===== src/logic/irq_gate_pkg.sv =====
// constants shared by the interrupt enable gating block
// *************************************************************
// *************************************************************
package irq_gate_pkg;
	localparam int                 DATA_W         = 32;
	localparam int                 ADDR_W         = 12;
	localparam int                 LIST_N         = 3;
	// register byte offsets
	localparam logic [ADDR_W-1:0] OFS_STATUS     = 12'h0310;
	localparam logic [ADDR_W-1:0] OFS_ENABLE     = 12'h0314;
	localparam logic [ADDR_W-1:0] OFS_ISO_OR     = 12'h0318;
	localparam logic [ADDR_W-1:0] OFS_INT_OR     = 12'h031C;
	localparam logic [ADDR_W-1:0] OFS_BULK_OR    = 12'h0320;
	localparam logic [ADDR_W-1:0] OFS_ISO_AND    = 12'h0324;
	localparam logic [ADDR_W-1:0] OFS_INT_AND    = 12'h0328;
	localparam logic [ADDR_W-1:0] OFS_BULK_AND   = 12'h032C;
	// bit positions shared by status and enable
	localparam int                 BIT_FRAME      = 1;
	localparam int                 BIT_DMA        = 3;
	localparam int                 BIT_SUSPEND    = 5;
	localparam int                 BIT_CLOCK      = 6;
	localparam int                 BIT_PERIODIC   = 7;
	localparam int                 BIT_BULK       = 8;
	localparam int                 BIT_ISO        = 9;
	// list index order inside the match array
	localparam int                 LIST_ISO       = 0;
	localparam int                 LIST_INT       = 1;
	localparam int                 LIST_BULK      = 2;
	// implemented bits; everything else is reserved
	localparam logic [DATA_W-1:0] IMPL_MASK      = 32'h0000_03EA;
	localparam logic [DATA_W-1:0] RESET_VALUE    = 32'h0000_0000;
endpackage


===== src/logic/irq_gate_top.sv =====
// apb register block gating descriptor and controller events onto the interrupt line
`timescale 1ns/1ps
module irq_gate_top (
	// clock and reset
	input  wire logic                              CLK_SYS_I,
	input  wire logic                              NRST_I,
	// apb slave
	input  wire logic                              PSEL_I,
	input  wire logic                              PENABLE_I,
	input  wire logic                              PWRITE_I,
	input  wire logic [irq_gate_pkg::ADDR_W-1:0]   PADDR_I,
	input  wire logic [irq_gate_pkg::DATA_W-1:0]   PWDATA_I,
	input  wire logic [3:0]                        PSTRB_I,
	output logic      [irq_gate_pkg::DATA_W-1:0]   PRDATA_O,
	output logic                                   PREADY_O,
	output logic                                   PSLVERR_O,
	// descriptor completions, one pulse per finished descriptor
	input  wire logic [irq_gate_pkg::DATA_W-1:0]   ISO_DONE_I,
	input  wire logic [irq_gate_pkg::DATA_W-1:0]   PERIODIC_DONE_I,
	input  wire logic [irq_gate_pkg::DATA_W-1:0]   BULK_CONTROL_LIST_DONE_I,
	// controller events, one-cycle pulses
	input  wire logic                              CLOCK_STABLE_I,
	input  wire logic                              SUSPEND_ENTRY_I,
	input  wire logic                              DMA_DONE_I,
	input  wire logic                              FRAME_START_I,
	// interrupt
	output logic                                   IRQ_O
);
	// *************************************************************
	// register state
	// *************************************************************
	logic [irq_gate_pkg::DATA_W-1:0] enable_reg;
	logic [irq_gate_pkg::DATA_W-1:0] enable_next;
	logic [irq_gate_pkg::DATA_W-1:0] or_mask_reg   [irq_gate_pkg::LIST_N];
	logic [irq_gate_pkg::DATA_W-1:0] or_mask_next  [irq_gate_pkg::LIST_N];
	logic [irq_gate_pkg::DATA_W-1:0] and_mask_reg  [irq_gate_pkg::LIST_N];
	logic [irq_gate_pkg::DATA_W-1:0] and_mask_next [irq_gate_pkg::LIST_N];
	logic [irq_gate_pkg::DATA_W-1:0] rdata_reg;
	logic [irq_gate_pkg::DATA_W-1:0] rdata_next;
	logic                            irq_reg;
	logic                            irq_next;

	logic [irq_gate_pkg::DATA_W-1:0] status;
	logic [irq_gate_pkg::DATA_W-1:0] status_set;
	logic [irq_gate_pkg::DATA_W-1:0] status_clear;
	logic [irq_gate_pkg::DATA_W-1:0] done_map [irq_gate_pkg::LIST_N];
	logic [irq_gate_pkg::LIST_N-1:0] list_hit;
	logic [irq_gate_pkg::DATA_W-1:0] byte_mask;
	logic [irq_gate_pkg::DATA_W-1:0] rd_mux;
	logic                            wr_access;
	logic                            setup;
	logic                            mapped;

	// *************************************************************
	// apb decode
	// *************************************************************
	assign setup     = PSEL_I && !PENABLE_I;
	assign wr_access = PSEL_I && PENABLE_I && PWRITE_I && mapped;

	always_comb begin
		unique case (PADDR_I)
			irq_gate_pkg::OFS_STATUS,
			irq_gate_pkg::OFS_ENABLE,
			irq_gate_pkg::OFS_ISO_OR,
			irq_gate_pkg::OFS_INT_OR,
			irq_gate_pkg::OFS_BULK_OR,
			irq_gate_pkg::OFS_ISO_AND,
			irq_gate_pkg::OFS_INT_AND,
			irq_gate_pkg::OFS_BULK_AND: mapped = 1'b1;
			default:                    mapped = 1'b0;
		endcase
	end

	genvar gb;
	generate
		for (gb = 0; gb < 4; gb++) begin : g_strb
			assign byte_mask[gb*8 +: 8] = {8{PSTRB_I[gb]}};
		end
	endgenerate

	// zero wait states; unmapped addresses answer with an error
	assign PREADY_O  = 1'b1;
	assign PSLVERR_O = PSEL_I && PENABLE_I && !mapped;

	// *************************************************************
	// read path
	// *************************************************************
	// read data is captured in the setup cycle so it leaves a flop
	always_comb begin
		unique case (PADDR_I)
			irq_gate_pkg::OFS_STATUS:   rd_mux = status;
			irq_gate_pkg::OFS_ENABLE:   rd_mux = enable_reg;
			irq_gate_pkg::OFS_ISO_OR:   rd_mux = or_mask_reg[irq_gate_pkg::LIST_ISO];
			irq_gate_pkg::OFS_INT_OR:   rd_mux = or_mask_reg[irq_gate_pkg::LIST_INT];
			irq_gate_pkg::OFS_BULK_OR:  rd_mux = or_mask_reg[irq_gate_pkg::LIST_BULK];
			irq_gate_pkg::OFS_ISO_AND:  rd_mux = and_mask_reg[irq_gate_pkg::LIST_ISO];
			irq_gate_pkg::OFS_INT_AND:  rd_mux = and_mask_reg[irq_gate_pkg::LIST_INT];
			irq_gate_pkg::OFS_BULK_AND: rd_mux = and_mask_reg[irq_gate_pkg::LIST_BULK];
			default:                    rd_mux = '0;
		endcase
		rdata_next = (setup && !PWRITE_I) ? rd_mux : rdata_reg;
	end

	assign PRDATA_O = rdata_reg;

	// *************************************************************
	// write path
	// *************************************************************
	// reserved enable bits are stored as written; software keeps them zero
	always_comb begin
		enable_next = enable_reg;
		if (wr_access && (PADDR_I == irq_gate_pkg::OFS_ENABLE)) begin
			enable_next = (enable_reg & ~byte_mask) | (PWDATA_I & byte_mask);
		end
	end

	always_comb begin
		or_mask_next  = or_mask_reg;
		and_mask_next = and_mask_reg;
		if (wr_access) begin
			unique case (PADDR_I)
				irq_gate_pkg::OFS_ISO_OR:   or_mask_next[irq_gate_pkg::LIST_ISO] =
					(or_mask_reg[irq_gate_pkg::LIST_ISO] & ~byte_mask) | (PWDATA_I & byte_mask);
				irq_gate_pkg::OFS_INT_OR:   or_mask_next[irq_gate_pkg::LIST_INT] =
					(or_mask_reg[irq_gate_pkg::LIST_INT] & ~byte_mask) | (PWDATA_I & byte_mask);
				irq_gate_pkg::OFS_BULK_OR:  or_mask_next[irq_gate_pkg::LIST_BULK] =
					(or_mask_reg[irq_gate_pkg::LIST_BULK] & ~byte_mask) | (PWDATA_I & byte_mask);
				irq_gate_pkg::OFS_ISO_AND:  and_mask_next[irq_gate_pkg::LIST_ISO] =
					(and_mask_reg[irq_gate_pkg::LIST_ISO] & ~byte_mask) | (PWDATA_I & byte_mask);
				irq_gate_pkg::OFS_INT_AND:  and_mask_next[irq_gate_pkg::LIST_INT] =
					(and_mask_reg[irq_gate_pkg::LIST_INT] & ~byte_mask) | (PWDATA_I & byte_mask);
				irq_gate_pkg::OFS_BULK_AND: and_mask_next[irq_gate_pkg::LIST_BULK] =
					(and_mask_reg[irq_gate_pkg::LIST_BULK] & ~byte_mask) | (PWDATA_I & byte_mask);
				default: ;
			endcase
		end
	end

	// status is write-one-to-clear
	assign status_clear = (wr_access && (PADDR_I == irq_gate_pkg::OFS_STATUS)) ?
		(PWDATA_I & byte_mask) : '0;

	always_ff @(posedge CLK_SYS_I) begin
		if (!NRST_I) begin
			enable_reg <= irq_gate_pkg::RESET_VALUE;
			rdata_reg  <= irq_gate_pkg::RESET_VALUE;
			irq_reg    <= 1'b0;
			for (int i = 0; i < irq_gate_pkg::LIST_N; i++) begin
				or_mask_reg[i]  <= irq_gate_pkg::RESET_VALUE;
				and_mask_reg[i] <= irq_gate_pkg::RESET_VALUE;
			end
		end else begin
			enable_reg   <= enable_next;
			rdata_reg    <= rdata_next;
			irq_reg      <= irq_next;
			or_mask_reg  <= or_mask_next;
			and_mask_reg <= and_mask_next;
		end
	end

	// *************************************************************
	// event sources
	// *************************************************************
	assign done_map[irq_gate_pkg::LIST_ISO]  = ISO_DONE_I;
	assign done_map[irq_gate_pkg::LIST_INT]  = PERIODIC_DONE_I;
	assign done_map[irq_gate_pkg::LIST_BULK] = BULK_CONTROL_LIST_DONE_I;

	genvar gl;
	generate
		for (gl = 0; gl < irq_gate_pkg::LIST_N; gl++) begin : g_list
			list_match u_match (
				.clk_i      (CLK_SYS_I),
				.nrst_i     (NRST_I),
				.or_mask_i  (or_mask_reg[gl]),
				.and_mask_i (and_mask_reg[gl]),
				.done_i     (done_map[gl]),
				.hit_o      (list_hit[gl])
			);
		end
	endgenerate

	// list hits are one cycle behind their completions
	always_comb begin
		status_set                            = '0;
		status_set[irq_gate_pkg::BIT_ISO]      = list_hit[irq_gate_pkg::LIST_ISO];
		status_set[irq_gate_pkg::BIT_BULK]     = list_hit[irq_gate_pkg::LIST_BULK];
		status_set[irq_gate_pkg::BIT_PERIODIC] = list_hit[irq_gate_pkg::LIST_INT];
		status_set[irq_gate_pkg::BIT_CLOCK]    = CLOCK_STABLE_I;
		status_set[irq_gate_pkg::BIT_SUSPEND]  = SUSPEND_ENTRY_I;
		status_set[irq_gate_pkg::BIT_DMA]      = DMA_DONE_I;
		status_set[irq_gate_pkg::BIT_FRAME]    = FRAME_START_I;
	end

	sticky_flags u_status (
		.clk_i   (CLK_SYS_I),
		.nrst_i  (NRST_I),
		.set_i   (status_set),
		.clear_i (status_clear),
		.flags_o (status)
	);

	// *************************************************************
	// interrupt gating
	// *************************************************************
	// the enable only gates the line; status is never touched by it
	always_comb begin
		irq_next = |(status & enable_reg & irq_gate_pkg::IMPL_MASK);
	end

	assign IRQ_O = irq_reg;

	// *************************************************************
	// checks
	// *************************************************************
	property p_reset_clear;
		@(posedge CLK_SYS_I) !NRST_I |=> (enable_reg == '0) && !IRQ_O;
	endproperty
	a_reset_clear: assert property (p_reset_clear) else $error("enable not cleared by reset");

	property p_iso_gate;
		@(posedge CLK_SYS_I) disable iff (!NRST_I)
		(status[irq_gate_pkg::BIT_ISO] && enable_reg[irq_gate_pkg::BIT_ISO]) |=> IRQ_O;
	endproperty
	a_iso_gate: assert property (p_iso_gate) else $error("iso event did not raise irq");

	property p_bulk_gate;
		@(posedge CLK_SYS_I) disable iff (!NRST_I)
		(status[irq_gate_pkg::BIT_BULK] && enable_reg[irq_gate_pkg::BIT_BULK]) |=> IRQ_O;
	endproperty
	a_bulk_gate: assert property (p_bulk_gate) else $error("bulk event did not raise irq");

	property p_periodic_gate;
		@(posedge CLK_SYS_I) disable iff (!NRST_I)
		(status[irq_gate_pkg::BIT_PERIODIC] && enable_reg[irq_gate_pkg::BIT_PERIODIC]) |=> IRQ_O;
	endproperty
	a_periodic_gate: assert property (p_periodic_gate) else $error("periodic event lost");

	property p_clock_event;
		@(posedge CLK_SYS_I) disable iff (!NRST_I)
		(CLOCK_STABLE_I && enable_reg[irq_gate_pkg::BIT_CLOCK]) |=> ##1 IRQ_O;
	endproperty
	a_clock_event: assert property (p_clock_event) else $error("clock stable irq missing");

	property p_suspend_event;
		@(posedge CLK_SYS_I) disable iff (!NRST_I)
		SUSPEND_ENTRY_I |=> status[irq_gate_pkg::BIT_SUSPEND];
	endproperty
	a_suspend_event: assert property (p_suspend_event) else $error("suspend not recorded");

	property p_dma_event;
		@(posedge CLK_SYS_I) disable iff (!NRST_I)
		(DMA_DONE_I && enable_reg[irq_gate_pkg::BIT_DMA]) |=> ##1 IRQ_O;
	endproperty
	a_dma_event: assert property (p_dma_event) else $error("dma done irq missing");

	property p_frame_event;
		@(posedge CLK_SYS_I) disable iff (!NRST_I)
		(FRAME_START_I && enable_reg[irq_gate_pkg::BIT_FRAME]) |=> ##1 IRQ_O;
	endproperty
	a_frame_event: assert property (p_frame_event) else $error("frame start irq missing");

	property p_no_spurious;
		@(posedge CLK_SYS_I) disable iff (!NRST_I)
		((status & enable_reg & irq_gate_pkg::IMPL_MASK) == '0) |=> !IRQ_O;
	endproperty
	a_no_spurious: assert property (p_no_spurious) else $error("irq without enabled source");

	property p_enable_keeps_status;
		@(posedge CLK_SYS_I) disable iff (!NRST_I)
		(wr_access && (PADDR_I == irq_gate_pkg::OFS_ENABLE) && status[irq_gate_pkg::BIT_DMA])
			|=> status[irq_gate_pkg::BIT_DMA];
	endproperty
	a_enable_keeps_status: assert property (p_enable_keeps_status) else $error("status lost");

	property p_enable_write;
		@(posedge CLK_SYS_I) disable iff (!NRST_I)
		(wr_access && (PADDR_I == irq_gate_pkg::OFS_ENABLE) && (PSTRB_I == 4'hF))
			|=> (enable_reg == $past(PWDATA_I));
	endproperty
	a_enable_write: assert property (p_enable_write) else $error("enable write lost");

	property p_bad_addr;
		@(posedge CLK_SYS_I) disable iff (!NRST_I)
		(PSEL_I && PENABLE_I && PWRITE_I && !mapped) |=> $stable(enable_reg);
	endproperty
	a_bad_addr: assert property (p_bad_addr) else $error("unmapped write landed");

	property p_enable_read;
		@(posedge CLK_SYS_I) disable iff (!NRST_I)
		(setup && !PWRITE_I && (PADDR_I == irq_gate_pkg::OFS_ENABLE))
			|=> (PRDATA_O == $past(enable_reg));
	endproperty
	a_enable_read: assert property (p_enable_read) else $error("enable read wrong");

	property p_status_clear;
		@(posedge CLK_SYS_I) disable iff (!NRST_I)
		(wr_access && (PADDR_I == irq_gate_pkg::OFS_STATUS) && PSTRB_I[0]
			&& PWDATA_I[irq_gate_pkg::BIT_DMA] && !DMA_DONE_I)
			|=> !status[irq_gate_pkg::BIT_DMA];
	endproperty
	a_status_clear: assert property (p_status_clear) else $error("dma flag kept");

	property p_or_mask_write;
		@(posedge CLK_SYS_I) disable iff (!NRST_I)
		(wr_access && (PADDR_I == irq_gate_pkg::OFS_INT_OR) && (PSTRB_I == 4'hF))
			|=> (or_mask_reg[irq_gate_pkg::LIST_INT] == $past(PWDATA_I));
	endproperty
	a_or_mask_write: assert property (p_or_mask_write) else $error("mask write lost");

	property p_suspend_gate;
		@(posedge CLK_SYS_I) disable iff (!NRST_I)
		(status[irq_gate_pkg::BIT_SUSPEND] && enable_reg[irq_gate_pkg::BIT_SUSPEND]) |=> IRQ_O;
	endproperty
	a_suspend_gate: assert property (p_suspend_gate) else $error("suspend irq missing");
endmodule


===== src/logic/sticky_flags.sv =====
// sticky event flags, set by hardware and cleared by writing one
`timescale 1ns/1ps
module sticky_flags (
	// clock and reset
	input  wire logic                              clk_i,
	input  wire logic                              nrst_i,
	// set and clear
	input  wire logic [irq_gate_pkg::DATA_W-1:0]   set_i,
	input  wire logic [irq_gate_pkg::DATA_W-1:0]   clear_i,
	// state
	output logic      [irq_gate_pkg::DATA_W-1:0]   flags_o
);
	logic [irq_gate_pkg::DATA_W-1:0] flags_reg;
	logic [irq_gate_pkg::DATA_W-1:0] flags_next;

	// a set in the clearing cycle wins so no event is lost
	always_comb begin
		flags_next = ((flags_reg & ~clear_i) | set_i) & irq_gate_pkg::IMPL_MASK;
	end

	always_ff @(posedge clk_i) begin
		if (!nrst_i) begin
			flags_reg <= irq_gate_pkg::RESET_VALUE;
		end else begin
			flags_reg <= flags_next;
		end
	end

	assign flags_o = flags_reg;

	property p_set_wins;
		@(posedge clk_i) disable iff (!nrst_i)
		(|(set_i & irq_gate_pkg::IMPL_MASK)) |=> (|(flags_reg & $past(set_i)));
	endproperty
	a_set_wins: assert property (p_set_wins) else $error("set event lost");
endmodule


===== src/logic/list_match.sv =====
// completion matcher for one descriptor list under its AND and OR masks
`timescale 1ns/1ps
module list_match (
	// clock and reset
	input  wire logic                              clk_i,
	input  wire logic                              nrst_i,
	// masks and completions
	input  wire logic [irq_gate_pkg::DATA_W-1:0]   or_mask_i,
	input  wire logic [irq_gate_pkg::DATA_W-1:0]   and_mask_i,
	input  wire logic [irq_gate_pkg::DATA_W-1:0]   done_i,
	// result
	output logic                                   hit_o
);
	logic [irq_gate_pkg::DATA_W-1:0] seen_reg;
	logic [irq_gate_pkg::DATA_W-1:0] seen_next;
	logic                            hit_reg;
	logic                            hit_next;
	logic [irq_gate_pkg::DATA_W-1:0] seen_all;
	logic                            and_hit;
	logic                            or_hit;

	// AND waits until every masked descriptor has completed, then rearms;
	// with no mask set at all any completion counts
	always_comb begin
		seen_all  = seen_reg | done_i;
		and_hit   = (|and_mask_i) && ((seen_all & and_mask_i) == and_mask_i);
		or_hit    = |(done_i & or_mask_i);
		hit_next  = and_hit || or_hit || ((or_mask_i == '0) && (and_mask_i == '0) && (|done_i));
		seen_next = and_hit ? '0 : seen_all;
	end

	always_ff @(posedge clk_i) begin
		if (!nrst_i) begin
			seen_reg <= irq_gate_pkg::RESET_VALUE;
			hit_reg  <= 1'b0;
		end else begin
			seen_reg <= seen_next;
			hit_reg  <= hit_next;
		end
	end

	assign hit_o = hit_reg;

	property p_or_hit;
		@(posedge clk_i) disable iff (!nrst_i)
		(|(done_i & or_mask_i)) |=> hit_o;
	endproperty
	a_or_hit: assert property (p_or_hit) else $error("or match missed");
endmodule


===== config.mk =====
export PLATFORM = sky130hd
export DESIGN_NAME = irq_gate_top
export DESIGN_NICKNAME = d
export VERILOG_FILES = /design/src/logic/irq_gate_pkg.sv /design/src/logic/irq_gate_top.sv /design/src/logic/sticky_flags.sv /design/src/logic/list_match.sv
export SDC_FILE = /design/constraint.sdc
export NUM_CORES = 1
export LEC_CHECK = 0
export ABC_AREA = 0
export ABC_CLOCK_PERIOD_IN_PS = 3200
export BUFFER_PORTS_ARGS = -buffer_cell sky130_fd_sc_hd__buf_2
export CELL_PAD_IN_SITES_DETAIL_PLACEMENT = 0
export CELL_PAD_IN_SITES_GLOBAL_PLACEMENT = 2
export CORE_ASPECT_RATIO = 0.7
export CORE_MARGIN = 2
export CORE_UTILIZATION = 37
export DETAILED_ROUTE_END_ITERATION = 12
export HOLD_SLACK_MARGIN = 0.06
export PLACE_DENSITY = 0.78
export SLEW_MARGIN = 20
export SYNTH_ARGS = -nofsm -noshare
export SYNTH_HDL_FRONTEND = slang
export SYNTH_HIERARCHICAL = 1
export SYNTH_SLANG_ARGS = --single-unit

===== constraint.sdc =====
create_clock -name CLK_SYS_I -period 3.2 [get_ports CLK_SYS_I]
set_input_delay 0.64 -clock CLK_SYS_I [delete_from_list [all_inputs] [get_ports CLK_SYS_I]]
set_output_delay 0.64 -clock CLK_SYS_I [all_outputs]
set_load 0.02 [all_outputs]

# Word level (Yosys, flattened, before mapping)
# Cells that the tools add are included.
# Widths: inputs -> output; s select.
# totals
regBits,363
in_bits,153
out_inout_bits,35
# op_classes
eq_ne,11
muxes,3
n_bitwise,30
n_reduce_logical,52
# op_table
operator,n
$and 32x32->32,14
$or 32x32->32,10
$reduce_or 32->1,9
$pmux 32 s8,1
$logic_not 32->1,6
$eq 12x10->1 const B,8
$eq 32x32->1,3
$not 32->32,1
$and 10x10->10,2
$logic_and 1x1->1,17
$reduce_and 2->1,6
$mux 10,1
$not 10->10,1
$or 10x10->10,1
$reduce_or 8->1,1
$reduce_or 7->1,1
$logic_or 1x1->1,6
$reduce_or 2->1,3
$logic_not 1->1,3
$mux 1,1
$not 1->1,1

# Logic depth before layout (Yosys ltp)
# depth
word_depth,9
ltp_mapped,9

# Cells and area by module
# Netlist, hierarchy kept.
# by_module_without_submodules
mod,instances,cells_per_inst,area_per_inst_um2
irq_gate_top,1,1217,11567.3
list_match,3,191,1602.8
sticky_flags,1,47,427.9

# Worst setup path before layout
# Ideal clock, no wire load.
# synth_path
path_type,input port to flip-flop
start,input port PADDR_I[1] (netlist bit)
end,register with a tool-made name
setup_time_ns,0.125
arrival_ns,2.291
required_time_ns,3.075
setup_slack_ns,0.784
cell_stages,5
n_path_buf,1
cell_sequence,or4b_2 buf_2 nor2_1 nand2_2 mux2i_1
# synth_rtl
item,line,source
"start, declared",irq_gate_top.sv:11,"input wire logic [irq_gate_pkg::ADDR_W-1:0] PADDR_I,"

==> metrics.txt <==
status finished clean; DR iter-0 viols 2235; max-slew violations 0; setup slack, reg-to-reg 400 ps; Synthesis Warnings 6; minimum clock period between 2000 and 3000 ps; Routed Antenna Nets 0; Post-CTS Setup Inserts 0; worst hold path depth 2; period utilization 0.875; worst clock skew 11.6 ps; Min-Delay Path Class input pin to flip-flop; final hold slack 313 ps; gr usage total 0.337; row count 64; critical path's slowest cell nor4_1; I/O pin cnt 188; r2r worst-path depth 6; Top delay family on crit path simple AND/OR/NAND/NOR gates; Power, Total 0.0101 W; total grt overflow 0; Critical Path RT 3660 ps; layout cells sized above 1 0.198; Buf/Inv on CP 1; routability cong. 1.02; CP peak stage delay just under 600 ps; CP Cell Sequence buf_4, nor4_1, nand4_1, nor2_1, nor4b_1, o31a_1; Syn Inst Count 1809; MaxCap Viol Count 0; Least-Margin Pin Slew 1140 ps; pwr dens 510 mW/mm^2; Die ar. 0.0467 sq mm; initial antenna violation count 7; number of buffers created by CTS 39; Crit Path Category flip-flop to flip-flop; RSZ-0062 raised after global routing false; Core ar. 0.0440 sq mm; clock tree sinks between 300 and 400; Slew headroom 0.222; Die Height 181 um; CTS H-Tree Depth 2; Final HPWL DP 62200 um; end of the worst register-to-register path g_list[0].u_match/hit_o$_SDFF_PN0_; vias per cell 6.04; Final Hold Viols 0; Max clock buf depth 3; element type at the critical path end flip-flop; Clock transition at path regs ~60 ps; Leakage Power about 9 nW; first-pass GRT wire length 113000 um; worst path arrival time 3260 ps; final setup violating endpoints 0; via count 16100; Pre-Repair DR Iteration Count 6; CP Max Fanout 3; Hold Crit Start DMA_DONE_I; vias in the first global route 14900; setup TNS 0 ps; drc violations 0; Routed WL 80500 um; nets@finish 2187; Starting Density 0.378; cell area after synthesis ~0.017 sq mm; Root Buffer clkbuf_16; Horiz. Die Dim 257 um; CTS tree yes; largest net degree at the start of global routing between 100 and 150; number of fill cells in the layout around 4400; crit start category flip-flop; worst vdd ir around 330 uV; Hold Path End u_status/flags_o[3]$_SDFF_PN0_; Area Growth Syn to Fin 19.4%; post-synthesis area per instance 9.20 sq um; post-cts sizing count 0; clk_lat worst skew 540 ps; f_max between 300 and 400 MHz; CTS Hold Bufs 0; routed length per instance 30.3 um; # port buffers 186
==> metal layers <==
layer  GRT usage  up-vias  part of all wire
met3      0.0800      127              0.11
met4      0.0798        0             0.026
li1            -     7050                 -
met2       0.477      958              0.41
met1       0.510     7936              0.46
met5           0        -                 0
==> cell usage in the layout, fill, tap and decap left out, types with 5 or more instances in the layout <==
| cell | instances |
|---|---|
| a2111oi_0 | 24 |
| a21oi_1 | 19 |
| a221oi_1 | 27 |
| a222oi_1 | 8 |
| a22o_1 | 20 |
| a22oi_1 | 80 |
| and3_1 | 12 |
| buf_2 | 185 |
| buf_4 | 74 |
| bufinv_16 | 5 |
| clkbuf_1 | 7 |
| clkbuf_16 | 41 |
| clkbuf_8 | 5 |
| clkinv_2 | 8 |
| conb_1 | 26 |
| dfxtp_1 | 363 |
| inv_1 | 5 |
| mux2_2 | 12 |
| mux2i_1 | 240 |
| nand2_1 | 295 |
| nand2_2 | 15 |
| nand2_4 | 11 |
| nand3_1 | 24 |
| nand4_1 | 27 |
| nor2_1 | 208 |
| nor2_2 | 9 |
| nor2b_1 | 11 |
| nor3_1 | 9 |
| nor3b_1 | 76 |
| nor4_1 | 72 |
| o21a_1 | 7 |
| o21ai_0 | 28 |
| o221ai_1 | 8 |
| o22ai_1 | 13 |
| o2bb2ai_1 | 5 |
| or4_1 | 5 |
==> report_power, final <==
| group | internal (W) | switching (W) |
|---|---|---|
| Clock | 0.00284 | 0.00196 |
| Combinational | 0.000199 | 0.000468 |
| Sequential | 0.00461 | 0.0000489 |
| Total | 0.00765 | 0.00247 |
==> final cells by class <==
class                   count  area [sq um]  share of cell area
inverters                   5          18.8            0.000945
multi-input cells        1361          8920               0.449
repair buffers            264          1580              0.0793
diodes                      3          7.51            0.000378
well taps                 594           743              0.0374
flip-flops and latches    363          7270               0.366
clock inverters            17           220              0.0111
clock buffers              52          1110              0.0557
==> how the worst max path moves through the flow <==
stage	slack, ps	from	endpoint	depth (start not counted)
floorplan	780	PADDR_I[1]	flip-flop	5
global placement	380	PADDR_I[1]	flip-flop	7
detailed placement	350	PERIODIC_DONE_I[10]	g_list[1].u_match/seen_reg[14]$_SDFF_PP0_	7
CTS	490	PADDR_I[1]	PSLVERR_O	5
global route	410	PADDR_I[1]	PSLVERR_O	5
finish	400	flip-flop	g_list[0].u_match/hit_o$_SDFF_PN0_	6
==> stage by stage <==
step	setup WS [ps]	instance area (sq um)	std cells	util
2_1_floorplan	784	16700	1833	-
3_3_place_gp	379	18500	2587	0.421
3_5_place_dp	352	18500	2587	0.421
4_1_cts	494	19900	2656	0.451
5_1_grt	408	19900	2656	0.451
6_report	401	19900	2659	0.451
No activity file was read; power rests on OpenSTA's default activity.
